--- config.mk ---
export PLATFORM = sky130hd
export DESIGN_NAME = tcp_timer
export DESIGN_NICKNAME = d
export VERILOG_FILES = /design/src/logic/tcp_pkg.sv /design/src/logic/tcp_prescaler.sv /design/src/logic/tcp_timer.sv
export VERILOG_INCLUDE_DIRS = /design/src /design/src/logic
export SDC_FILE = /design/constraint.sdc
export NUM_CORES = 1
export LEC_CHECK = 0
export ABC_AREA = 1
export BUFFER_PORTS_ARGS = -buffer_cell sky130_fd_sc_hd__clkbuf_2
export CELL_PAD_IN_SITES_DETAIL_PLACEMENT = 1
export CELL_PAD_IN_SITES_GLOBAL_PLACEMENT = 2
export CORE_ASPECT_RATIO = 0.6
export CORE_MARGIN = 4
export CORE_UTILIZATION = 39
export DETAILED_ROUTE_END_ITERATION = 8
export GPL_TIMING_DRIVEN = 0
export PLACE_DENSITY_LB_ADDON = 0.1
export SLEW_MARGIN = 20
export SYNTH_ARGS = -nofsm -noshare
export SYNTH_HDL_FRONTEND = slang
export SYNTH_SLANG_ARGS = --single-unit
--- constraint.sdc ---
create_clock -name i_clk -period 6.95 [get_ports i_clk]
set_input_delay 1.0425 -clock i_clk [delete_from_list [all_inputs] [get_ports i_clk]]
set_output_delay 1.0425 -clock i_clk [all_outputs]
set_load 0.02 [all_outputs]
--- src/logic/tcp_params.svh ---
/*
  Constants for the two-channel capture/compare/PWM timer: register
  offsets, field positions, reset values and codes.
  Assumes inclusion by bare name from each design file that needs them.
*/
`ifndef TCP_PARAMS_SVH
`define TCP_PARAMS_SVH

// register offsets, one byte each
`define TCP_OFF_TCS     4'h0
`define TCP_OFF_CNT_HI  4'h1
`define TCP_OFF_CNT_LO  4'h2
`define TCP_OFF_WRAP_HI 4'h3
`define TCP_OFF_WRAP_LO 4'h4
`define TCP_OFF_CH0_CS  4'h5
`define TCP_OFF_CH0_HI  4'h6
`define TCP_OFF_CH0_LO  4'h7
`define TCP_OFF_CH1_CS  4'h8
`define TCP_OFF_CH1_HI  4'h9
`define TCP_OFF_CH1_LO  4'ha

// timer control/status fields
`define TCP_TCS_FLAG    7
`define TCP_TCS_IE      6
`define TCP_TCS_HALT    5
`define TCP_TCS_RESET   4
`define TCP_TCS_SEL_HI  2
`define TCP_TCS_SEL_LO  0

// channel control/status fields
`define TCP_CCS_FLAG    7
`define TCP_CCS_IE      6
`define TCP_CCS_MODE_HI 5
`define TCP_CCS_MODE_LO 4
`define TCP_CCS_ELS_HI  3
`define TCP_CCS_ELS_LO  2
`define TCP_CCS_TOV     1
`define TCP_CCS_MAX     0

// reset values
`define TCP_WRAP_RST    16'hffff
`define TCP_VAL_RST     16'h0000
`define TCP_SEL_RST     3'h0

// mode and edge/level codes
`define TCP_MODE_CAPT   2'h0
`define TCP_MODE_UNBUF  2'h1
`define TCP_ELS_OFF     2'h0
`define TCP_ELS_RISE    2'h1
`define TCP_ELS_FALL    2'h2
`define TCP_ELS_BOTH    2'h3
`define TCP_ELS_TOGGLE  2'h1
`define TCP_ELS_CLEAR   2'h2
`define TCP_ELS_SET     2'h3
`define TCP_SEL_NONE    3'h7

`endif

--- src/logic/tcp_pkg.sv ---
/*
  Types shared by the timer design files.
  Assumes tcp_params.svh supplies the numeric constants.
*/
`default_nettype none

package tcp_pkg;

  // per-channel control fields as software writes them
  typedef struct packed {
    logic irq_en;
    logic [1:0] mode;
    logic [1:0] edge_level;
    logic tov;
    logic full_duty;
  } tcp_chan_ctrl_t;

  // timer-wide control fields
  typedef struct packed {
    logic irq_en;
    logic halt;
    logic [2:0] div_sel;
  } tcp_tmr_ctrl_t;

endpackage : tcp_pkg

`default_nettype wire

--- src/logic/tcp_prescaler.sv ---
/*
  Prescaler: turns the bus clock into one-cycle timer ticks at
  bus/1 .. bus/64. Assumes i_clear and i_run are synchronous.
*/
`timescale 1ns/1ns
`default_nettype none
`include "tcp_params.svh"

module tcp_prescaler (
  // clock and reset
  input wire logic i_clk,
  input wire logic i_rst,
  // control
  input wire logic i_clear,
  input wire logic i_run,
  input wire logic [2:0] i_sel,
  // tick out
  output logic o_tick
);

  logic [5:0] div_cnt_r;
  logic [5:0] mask;

  // low bits that must all be ones for a tick
  always_comb begin
    case (i_sel)
      3'h0: mask = 6'h00;
      3'h1: mask = 6'h01;
      3'h2: mask = 6'h03;
      3'h3: mask = 6'h07;
      3'h4: mask = 6'h0f;
      3'h5: mask = 6'h1f;
      3'h6: mask = 6'h3f;
      default: mask = 6'h00;
    endcase
  end

  // free divider, frozen while halted
  always_ff @(posedge i_clk or posedge i_rst) begin
    if (i_rst) begin
      div_cnt_r <= 6'h00;
    end else if (i_clear) begin
      div_cnt_r <= 6'h00;
    end else if (i_run) begin
      div_cnt_r <= div_cnt_r + 6'h01;
    end
  end

  // code 111 gives no tick at all
  assign o_tick = i_run && (i_sel != `TCP_SEL_NONE)
                  && ((div_cnt_r & mask) == mask);

endmodule : tcp_prescaler

`default_nettype wire

--- src/logic/tcp_timer.sv ---
/*
  Two-channel timer: 16-bit wrapping counter, capture, compare, PWM,
  linked buffered compare on channel 0. Byte registers on a plain port.
  Assumes pins already synchronous to i_clk and a master that never
  issues read and write strobes together.
*/
// The implementer's own choices: the strobed register port and the placing of the registers.
// Function
// - seven counter rates from bus clock
// - codes 000-110 divide 1..64; 111 invalid
// - wrap at limit sets flag, restarts
// - active capture edge copies counter
// - software edge polarity, capture interrupt
// - events set channel flag, gated interrupt
// - compare match sets, clears or toggles pin
// - unbuffered value write takes effect immediately
// - pair-link bit joins channels onto pin 0
// - linked: channel 0 first, newest at wrap
// - linked: channel 0 controls, pin 1 freed
// - toggle on wrap gives PWM period
// - pulse width from wrap to match
// - period one tick longer than limit
// - linked PWM switch at next period
// - mode 01 unbuffered, 10 buffered
// - edge/level 10 clears, 11 sets
// - no wrap toggle gives 0% duty
// - full duty plus wrap toggle: 100%
`timescale 1ns/1ns
`default_nettype none
`include "tcp_params.svh"

module tcp_timer (
  // clock and reset
  input wire logic i_clk,
  input wire logic i_rst,
  // register port
  input wire logic [3:0] i_addr,
  input wire logic [7:0] i_wdata,
  input wire logic i_wr,
  input wire logic i_rd,
  output logic [7:0] o_rdata,
  // channel pins
  input wire logic [1:0] i_chan_pin,
  output logic [1:0] o_chan_pin,
  output logic [1:0] o_chan_pin_oe,
  // interrupt requests
  output logic o_wrap_irq,
  output logic [1:0] o_chan_irq
);

  tcp_pkg::tcp_tmr_ctrl_t tmr_ctrl_r;
  tcp_pkg::tcp_chan_ctrl_t chan_ctrl_r [2];
  logic [15:0] cnt_r;
  logic [15:0] wrap_r;
  logic [15:0] val_r [2];
  logic [1:0] chan_flag_r;
  logic [1:0] chan_arm_r;
  logic [1:0] pin_r;
  logic [1:0] pin_oe_r;
  logic [1:0] pin_prev_r;
  logic [1:0] chan_irq_r;
  logic wrap_flag_r;
  logic wrap_arm_r;
  logic wrap_inhibit_r;
  logic wrap_irq_r;
  logic active_sel_r;
  logic last_written_r;
  logic [7:0] rdata_r;
  logic [7:0] rdata_nxt;
  logic tick;
  logic ctr_reset;
  logic wrap_hit;
  logic linked;
  logic [1:0] cap_evt;
  logic [1:0] cmp_evt;
  logic [1:0] chan_evt;
  logic [1:0] lo_write;

  assign ctr_reset = i_wr && (i_addr == `TCP_OFF_TCS) && i_wdata[`TCP_TCS_RESET];
  assign wrap_hit = tick && (cnt_r == wrap_r);
  assign linked = chan_ctrl_r[0].mode[1];

  tcp_prescaler u_presc (
    .i_clk(i_clk),
    .i_rst(i_rst),
    .i_clear(ctr_reset),
    .i_run(!tmr_ctrl_r.halt),
    .i_sel(tmr_ctrl_r.div_sel),
    .o_tick(tick)
  );

  // counter; a reset request wins over a pending tick
  always_ff @(posedge i_clk or posedge i_rst) begin
    if (i_rst) begin
      cnt_r <= 16'h0000;
    end else if (ctr_reset) begin
      cnt_r <= 16'h0000;
    end else if (wrap_hit) begin
      cnt_r <= 16'h0000;
    end else if (tick) begin
      cnt_r <= cnt_r + 16'h0001;
    end
  end

  // timer control; halt set at reset so the counter stays still until released
  always_ff @(posedge i_clk or posedge i_rst) begin
    if (i_rst) begin
      tmr_ctrl_r.irq_en <= 1'b0;
      tmr_ctrl_r.halt <= 1'b1;
      tmr_ctrl_r.div_sel <= `TCP_SEL_RST;
    end else if (i_wr && (i_addr == `TCP_OFF_TCS)) begin
      tmr_ctrl_r.irq_en <= i_wdata[`TCP_TCS_IE];
      tmr_ctrl_r.halt <= i_wdata[`TCP_TCS_HALT];
      tmr_ctrl_r.div_sel <= i_wdata[`TCP_TCS_SEL_HI:`TCP_TCS_SEL_LO];
    end
  end

  // wrap limit; high-byte write holds off the flag until low byte lands
  always_ff @(posedge i_clk or posedge i_rst) begin
    if (i_rst) begin
      wrap_r <= `TCP_WRAP_RST;
      wrap_inhibit_r <= 1'b0;
    end else if (i_wr && (i_addr == `TCP_OFF_WRAP_HI)) begin
      wrap_r[15:8] <= i_wdata;
      wrap_inhibit_r <= 1'b1;
    end else if (i_wr && (i_addr == `TCP_OFF_WRAP_LO)) begin
      wrap_r[7:0] <= i_wdata;
      wrap_inhibit_r <= 1'b0;
    end
  end

  // wrap flag: read-while-set arms, write 0 clears; a new wrap wins
  always_ff @(posedge i_clk or posedge i_rst) begin
    if (i_rst) begin
      wrap_flag_r <= 1'b0;
      wrap_arm_r <= 1'b0;
    end else if (wrap_hit && !wrap_inhibit_r) begin
      wrap_flag_r <= 1'b1;
      wrap_arm_r <= 1'b0;
    end else if (i_rd && (i_addr == `TCP_OFF_TCS) && wrap_flag_r) begin
      wrap_arm_r <= 1'b1;
    end else if (i_wr && (i_addr == `TCP_OFF_TCS) && wrap_arm_r
                 && !i_wdata[`TCP_TCS_FLAG]) begin
      wrap_flag_r <= 1'b0;
      wrap_arm_r <= 1'b0;
    end
  end

  // buffered pair: channel 0 first, newest-written takes over at wrap
  always_ff @(posedge i_clk or posedge i_rst) begin
    if (i_rst) begin
      active_sel_r <= 1'b0;
      last_written_r <= 1'b0;
    end else if (!linked) begin
      active_sel_r <= 1'b0;
      last_written_r <= 1'b0;
    end else begin
      if (lo_write[1]) begin
        last_written_r <= 1'b1;
      end else if (lo_write[0]) begin
        last_written_r <= 1'b0;
      end
      if (wrap_hit) begin
        active_sel_r <= lo_write[1] ? 1'b1 : (lo_write[0] ? 1'b0 : last_written_r);
      end
    end
  end

  // per-channel capture, compare and pin logic
  genvar g;
  generate
    for (g = 0; g < 2; g++) begin : g_chan
      localparam logic [3:0] CS_OFF = (g == 0) ? `TCP_OFF_CH0_CS : `TCP_OFF_CH1_CS;
      localparam logic [3:0] HI_OFF = (g == 0) ? `TCP_OFF_CH0_HI : `TCP_OFF_CH1_HI;
      localparam logic [3:0] LO_OFF = (g == 0) ? `TCP_OFF_CH0_LO : `TCP_OFF_CH1_LO;
      logic off_by_link;
      logic is_capt;
      logic is_cmp;
      logic rise;
      logic fall;
      logic [15:0] cmp_val;
      tcp_pkg::tcp_chan_ctrl_t c;

      assign c = chan_ctrl_r[g];
      assign off_by_link = (g == 1) && linked;
      assign is_capt = !off_by_link && (c.mode == `TCP_MODE_CAPT)
                       && (c.edge_level != `TCP_ELS_OFF);
      assign is_cmp = !off_by_link && (c.mode != `TCP_MODE_CAPT)
                      && (c.edge_level != `TCP_ELS_OFF);
      assign rise = i_chan_pin[g] && !pin_prev_r[g];
      assign fall = !i_chan_pin[g] && pin_prev_r[g];
      // linked channel 0 compares against whichever pair is active
      assign cmp_val = (g == 0 && linked) ? val_r[active_sel_r] : val_r[g];
      assign cap_evt[g] = is_capt && (((c.edge_level == `TCP_ELS_RISE) && rise)
                          || ((c.edge_level == `TCP_ELS_FALL) && fall)
                          || ((c.edge_level == `TCP_ELS_BOTH) && (rise || fall)));
      assign cmp_evt[g] = is_cmp && tick && (cnt_r == cmp_val);
      assign chan_evt[g] = cap_evt[g] || cmp_evt[g];
      assign lo_write[g] = i_wr && (i_addr == LO_OFF);

      // previous pin level for edge detection
      always_ff @(posedge i_clk or posedge i_rst) begin
        if (i_rst) begin
          pin_prev_r[g] <= 1'b0;
        end else begin
          pin_prev_r[g] <= i_chan_pin[g];
        end
      end

      // channel control; channel 1 has no buffered mode bit
      always_ff @(posedge i_clk or posedge i_rst) begin
        if (i_rst) begin
          chan_ctrl_r[g] <= '0;
        end else if (i_wr && (i_addr == CS_OFF)) begin
          chan_ctrl_r[g].irq_en <= i_wdata[`TCP_CCS_IE];
          chan_ctrl_r[g].mode <= {(g == 0) && i_wdata[`TCP_CCS_MODE_HI],
                                  i_wdata[`TCP_CCS_MODE_LO]};
          chan_ctrl_r[g].edge_level <= i_wdata[`TCP_CCS_ELS_HI:`TCP_CCS_ELS_LO];
          chan_ctrl_r[g].tov <= i_wdata[`TCP_CCS_TOV];
          chan_ctrl_r[g].full_duty <= i_wdata[`TCP_CCS_MAX];
        end
      end

      // value pair; a capture beats a same-cycle software write
      always_ff @(posedge i_clk or posedge i_rst) begin
        if (i_rst) begin
          val_r[g] <= `TCP_VAL_RST;
        end else if (cap_evt[g]) begin
          val_r[g] <= cnt_r;
        end else if (i_wr && (i_addr == HI_OFF)) begin
          val_r[g][15:8] <= i_wdata;
        end else if (lo_write[g]) begin
          val_r[g][7:0] <= i_wdata;
        end
      end

      // channel flag, same two-step clear as the wrap flag; set wins
      always_ff @(posedge i_clk or posedge i_rst) begin
        if (i_rst) begin
          chan_flag_r[g] <= 1'b0;
          chan_arm_r[g] <= 1'b0;
        end else if (chan_evt[g]) begin
          chan_flag_r[g] <= 1'b1;
          chan_arm_r[g] <= 1'b0;
        end else if (i_rd && (i_addr == CS_OFF) && chan_flag_r[g]) begin
          chan_arm_r[g] <= 1'b1;
        end else if (i_wr && (i_addr == CS_OFF) && chan_arm_r[g]
                     && !i_wdata[`TCP_CCS_FLAG]) begin
          chan_flag_r[g] <= 1'b0;
          chan_arm_r[g] <= 1'b0;
        end
      end

      // pin drive; compare action lands after the wrap toggle
      always_ff @(posedge i_clk or posedge i_rst) begin
        if (i_rst) begin
          pin_r[g] <= 1'b0;
          pin_oe_r[g] <= 1'b0;
        end else begin
          pin_oe_r[g] <= is_cmp;
          if (is_cmp && wrap_hit && c.tov) begin
            pin_r[g] <= c.full_duty ? 1'b1 : !pin_r[g];
          end
          // full duty with wrap toggle suppresses every compare action
          if (cmp_evt[g] && !(c.tov && c.full_duty)) begin
            case (c.edge_level)
              `TCP_ELS_TOGGLE: pin_r[g] <= !pin_r[g];
              `TCP_ELS_CLEAR: pin_r[g] <= 1'b0;
              `TCP_ELS_SET: pin_r[g] <= 1'b1;
              default: pin_r[g] <= pin_r[g];
            endcase
          end
        end
      end

      // gated request, registered for a clean output
      always_ff @(posedge i_clk or posedge i_rst) begin
        if (i_rst) begin
          chan_irq_r[g] <= 1'b0;
        end else begin
          chan_irq_r[g] <= chan_flag_r[g] && c.irq_en && !off_by_link;
        end
      end
    end
  endgenerate

  // wrap request only while enabled
  always_ff @(posedge i_clk or posedge i_rst) begin
    if (i_rst) begin
      wrap_irq_r <= 1'b0;
    end else begin
      wrap_irq_r <= wrap_flag_r && tmr_ctrl_r.irq_en;
    end
  end

  // read mux; the reset bit and unmapped offsets read zero
  always_comb begin
    rdata_nxt = 8'h00;
    case (i_addr)
      `TCP_OFF_TCS: rdata_nxt = {wrap_flag_r, tmr_ctrl_r.irq_en, tmr_ctrl_r.halt,
                                 2'h0, tmr_ctrl_r.div_sel};
      `TCP_OFF_CNT_HI: rdata_nxt = cnt_r[15:8];
      `TCP_OFF_CNT_LO: rdata_nxt = cnt_r[7:0];
      `TCP_OFF_WRAP_HI: rdata_nxt = wrap_r[15:8];
      `TCP_OFF_WRAP_LO: rdata_nxt = wrap_r[7:0];
      `TCP_OFF_CH0_CS: rdata_nxt = {chan_flag_r[0], chan_ctrl_r[0]};
      `TCP_OFF_CH0_HI: rdata_nxt = val_r[0][15:8];
      `TCP_OFF_CH0_LO: rdata_nxt = val_r[0][7:0];
      `TCP_OFF_CH1_CS: rdata_nxt = {chan_flag_r[1], chan_ctrl_r[1]};
      `TCP_OFF_CH1_HI: rdata_nxt = val_r[1][15:8];
      `TCP_OFF_CH1_LO: rdata_nxt = val_r[1][7:0];
      default: rdata_nxt = 8'h00;
    endcase
  end

  // read data valid the cycle after the strobe only
  always_ff @(posedge i_clk or posedge i_rst) begin
    if (i_rst) begin
      rdata_r <= 8'h00;
    end else begin
      rdata_r <= i_rd ? rdata_nxt : 8'h00;
    end
  end

  assign o_rdata = rdata_r;
  assign o_chan_pin = pin_r;
  assign o_chan_pin_oe = pin_oe_r;
  assign o_wrap_irq = wrap_irq_r;
  assign o_chan_irq = chan_irq_r;

endmodule : tcp_timer

`default_nettype wire

==> run summary <==
The number of antenna violations at the first check in global routing came out at 0. The final setup violation count is 0. In this run the register-to-register setup slack is ~4200 ps. The cell depth of the worst flop-to-flop path came out at 12. The largest fanout on the critical path came out at 10. The post-route non-filler standard cell count is roughly 1300. The detail route stage leaves a number of antenna-violating nets equal to 0. For this block, the via count after detailed routing is 7528. For the final database, setup skew stands at about 9.7 ps.

Tracing the worst setup path back leads to its startpoint at i_addr[3]. On the critical path, the stage with the largest delay is an instance of sky130_fd_sc_hd__nor2_1. The power per unit of standard cell area is about 400 nW/um^2. The number of buffers inserted to repair setup after CTS is 0. The vertical die dimension is 112.4 um.

In the finished design, the share of the clock period the worst path needs comes to 0.3943. The number of violations reported at the end of detailed-routing iteration 0 is about 750. The area share of and/or/nand/nor cells after synthesis is 0.3024. The sum of net half-perimeters after detailed placement came out at 24060 um.

The maximum number of pins on one net before global-route repair came out at 68. Setup repair after global routing left no endpoint under its margin. The synthesis-to-finish area growth is 14.72%. The destination of the critical timing path is val_r[16]. Timing would allow up to about 360 MHz.

At the placement stage, the worst setup path has a slack of just under 4000 ps. In this run the count of I/O pins placed on the die edge is 33. The required time of the critical path came out at about 7200 ps. The share of the synthesized area in compound gates (AO/OA/AOI/OAI) is 0.1483. In this run, CTS created clock tree buffers numbering 17. The most frequent standard cell in the layout excluding fill and tap cells is sky130_fd_sc_hd__nand2_1. On the critical path the largest part of the delay comes from simple AND/OR/NAND/NOR gates.

For this run, the number of Yosys warnings is 0. The wire length of the first global-routing pass came out at 46220 um. The number of buffers and inverters on the critical path is 5. For this design, the sink count on the clock tree is 114. The horizontal extent of the die came out at 182.0 um. A synthesized cell averages ~7.2 sq um. Gates resized during post-CTS repair numbered 0. The cell count along the critical path came out at 10. The post-placement cell count came out at approximately 1200. The wire length reported by the detailed router is roughly 30000 um. The min-delay analysis places its worst path in the category flop to flop. Port buffering added 31 buffers.

The number of diodes added for antenna fixing came out at 0. The standby leakage power came out at between 0.004 and 0.005 uW. The global placement routability congestion is about 0.96.

The worst setup path is launched from an input port. The number of placement rows came out at 37. After global routing the overflow that remains totals 0.

The arrival time reported for the critical path endpoint is around 3000 ps. In the global route stage, overall resource usage came out at 0.3046. After detailed placement, the total cell area comes to 7561 sq um.

The final hold violation count came to 0. The combinational family with the most area after synthesis is simple AND/OR/NAND/NOR gates. The area share of fa/ha/maj cells after synthesis came out at 0.02474. The pre-antenna-repair detailed-routing pass consisted of 5 iterations. The number of levels in the clock H-tree came out at 4. Synthesis inferred about 110 register bits. The summed negative setup slack over all endpoints came out at 0 ps. TritonCTS built the clock tree.

The worst setup path is captured at a flop. Measured against its own limit, the worst slew margin works out to 0.5198. The cell count after synthesis came out at around 1000.

Subtracting the final worst setup slack from the clock period gives 2740 ps. The maximum buffer depth of the clock tree is 2. Traced cell by cell, the critical path runs through clkbuf_2 > inv_1 > nand2_1 > inv_1 > nand2_1 > nor2_1 > inv_1 > nand2_1 > buf_2 > o221ai_1. The cell sitting at the root of the clock tree is a sky130_fd_sc_hd__clkbuf_16. The post-synthesis mux area share is 0.

The worst register-to-register path ends at wrap_arm_r. After detailed routing, the average wire length per cell comes to approximately 24 um. The setup slack after layout is between 4000 and 5000 ps. The via count normalized by instance count is 5.895. The total power draw came out at between 3000 and 4000 uW. The region available for standard cell placement spans between 15000 and 20000 sq um.

The worst-margin pin slew is roughly 720 ps. The number of max-capacitance violations reported is 0. The post-route cell area is around 8100 sq um.

The post-synthesis share of cell area spent on xor and xnor gates came out at 0.02350. The fill cell total of the finished layout is around 2300. Summing every instance area after synthesis gives between 7000 and 8000 sq um. The post-route DRC violation count came out at 0. The count of distinct cell types in the synthesized netlist is slightly above 40. The net count after synthesis is 1011. The die covers around 20000 sq um. The largest voltage drop on the vdd net is 0.1772 mV. The number of global-route vias before repair is between 7000 and 8000. After the last flow step, the layout net total stands at around 1100. The sequential fraction of the synthesis area is 0.4059. The clock insertion delay at the later pin of the skew report is between 400 and 500 ps. The clock edge transition at the registers on the reported setup and hold paths is ~60 ps.

The class of the most critical setup path is input port to flop. For this design, the CTS-stage hold fixing added 0 buffers. The worst register-to-register path begins at cnt_r[14].

The flow ran to the end, and the final reports show no timing, DRC or antenna violations. For this configuration, the core starts out at a cell density of 0.4057. The number of pins exceeding their max-slew limit in the final report came to 0. The top cell types in the final layout, fill and taps aside, are 288 x sky130_fd_sc_hd__nand2_1, 123 x sky130_fd_sc_hd__inv_1, 97 x sky130_fd_sc_hd__dfrtp_1.

In the final layout, the share of cells above drive strength 1 is 0.1304. The maximum cell stage delay along the critical path came out at 400 ps.
sequential cells by signal (all words and copies together) (netlist names), 2 cells and up:
| name | flops |
|---|---|
| chan_flag_r | 2 |
| o_chan_irq | 2 |
| o_chan_pin | 2 |
| chan_arm_r | 2 |
| pin_prev_r | 2 |
| cnt_r | 16 |
| o_chan_pin_oe | 2 |
| chan_ctrl_r | 13 |
| tmr_ctrl_r | 5 |
| u_presc.div_cnt_r | 6 |
| val_r | 16 |
| wrap_r | 16 |
| o_rdata | 8 |
| g_chan.cmp_val | 16 |
cell families after synthesis:
group | count (synthesis)
simple gates | 502
flops | 114
buf+inv | 165
fa+ha+maj | 14
compound gates | 165
xor+xnor | 19
metal layers:
layer  track usage  up-vias  share of wire
met2        0.3880      364           0.37
met3        0.1169       40           0.12
met5             0        -              0
li1              -     3346              -
met1        0.4747     3778           0.49
met4       0.07196        0          0.018
per-stage QoR:
stage / hold slack [ps] / util
finish: 506.5 / 0.4654
CTS: 507.6 / 0.4654
global route: 521.9 / 0.4654
global placement: 479.6 / 0.4314
floorplan: 436.1 / -
detailed placement: 498.7 / 0.4332
final cells by class:
cell class              count  area, sq um  area share
plain buffers              28        155.1     0.01910
clock buffers              17        425.4     0.05237
clock inverters            15        136.4     0.01679
inverters                 137        524.3     0.06454
multi-input cells         700         3532      0.4348
flip-flops and latches    114         2874      0.3538
well taps                 234        292.8     0.03604
repair buffers             32        182.7     0.02249
power by group:
group          total, uW  switching [uW]  internal, uW
registers           1080             197           886
clock network        861             368           493
logic               1300             907           389
cells in the mapped netlist (all sizes together):
| master | count | area (sq um) |
|---|---|---|
| o221ai | 33 | 289.0 |
| o31ai | 1 | 7.510 |
| o22ai | 33 | 206.5 |
| xor2 | 12 | 105.1 |
| o21a | 2 | 15.01 |
| o32ai | 1 | 8.760 |
| nand3 | 76 | 390.4 |
| clkinv | 4 | 15.01 |
| dfstp | 17 | 446.7 |
| a21boi | 1 | 7.510 |
| or2 | 2 | 12.51 |
| nor4 | 3 | 18.77 |
| clkbuf | 7 | 27.52 |
| o211ai | 3 | 22.52 |
| a21oi | 25 | 136.4 |
| nand2 | 295 | 1135 |
| a221oi | 6 | 52.55 |
| buf | 21 | 127.6 |
| nor3b | 1 | 7.510 |
| xnor2 | 7 | 61.31 |
| nand4 | 18 | 112.6 |
| nor3 | 18 | 110.1 |
| nor2 | 89 | 354.1 |
| dfrtp | 97 | 2427 |
| inv | 133 | 504.2 |
| o21ai | 60 | 304.0 |
| ha | 14 | 175.2 |
tightest hold or removal path, delay by kind of cell, from the launching register on:
kind	cells	cell delay, ps
flops	1	370
simple gates	1	60
compound gates	1	70
worst min-delay path by stage:
| stage | depth (start not counted) | to | start |
|---|---|---|---|
| 2_1_floorplan | 2 | o_wrap_irq | wrap_flag_r |
| 3_3_place_gp | 2 | o_wrap_irq | wrap_flag_r |
| 3_5_place_dp | 2 | wrap_r[12] | wrap_r[12] |
| 4_1_cts | 2 | wrap_r[12] | wrap_r[12] |
| 5_1_grt | 2 | wrap_r[11] | wrap_r[11] |
| 6_report | 2 | wrap_r[12] | wrap_r[12] |
(Power assumes the default switching activity.)
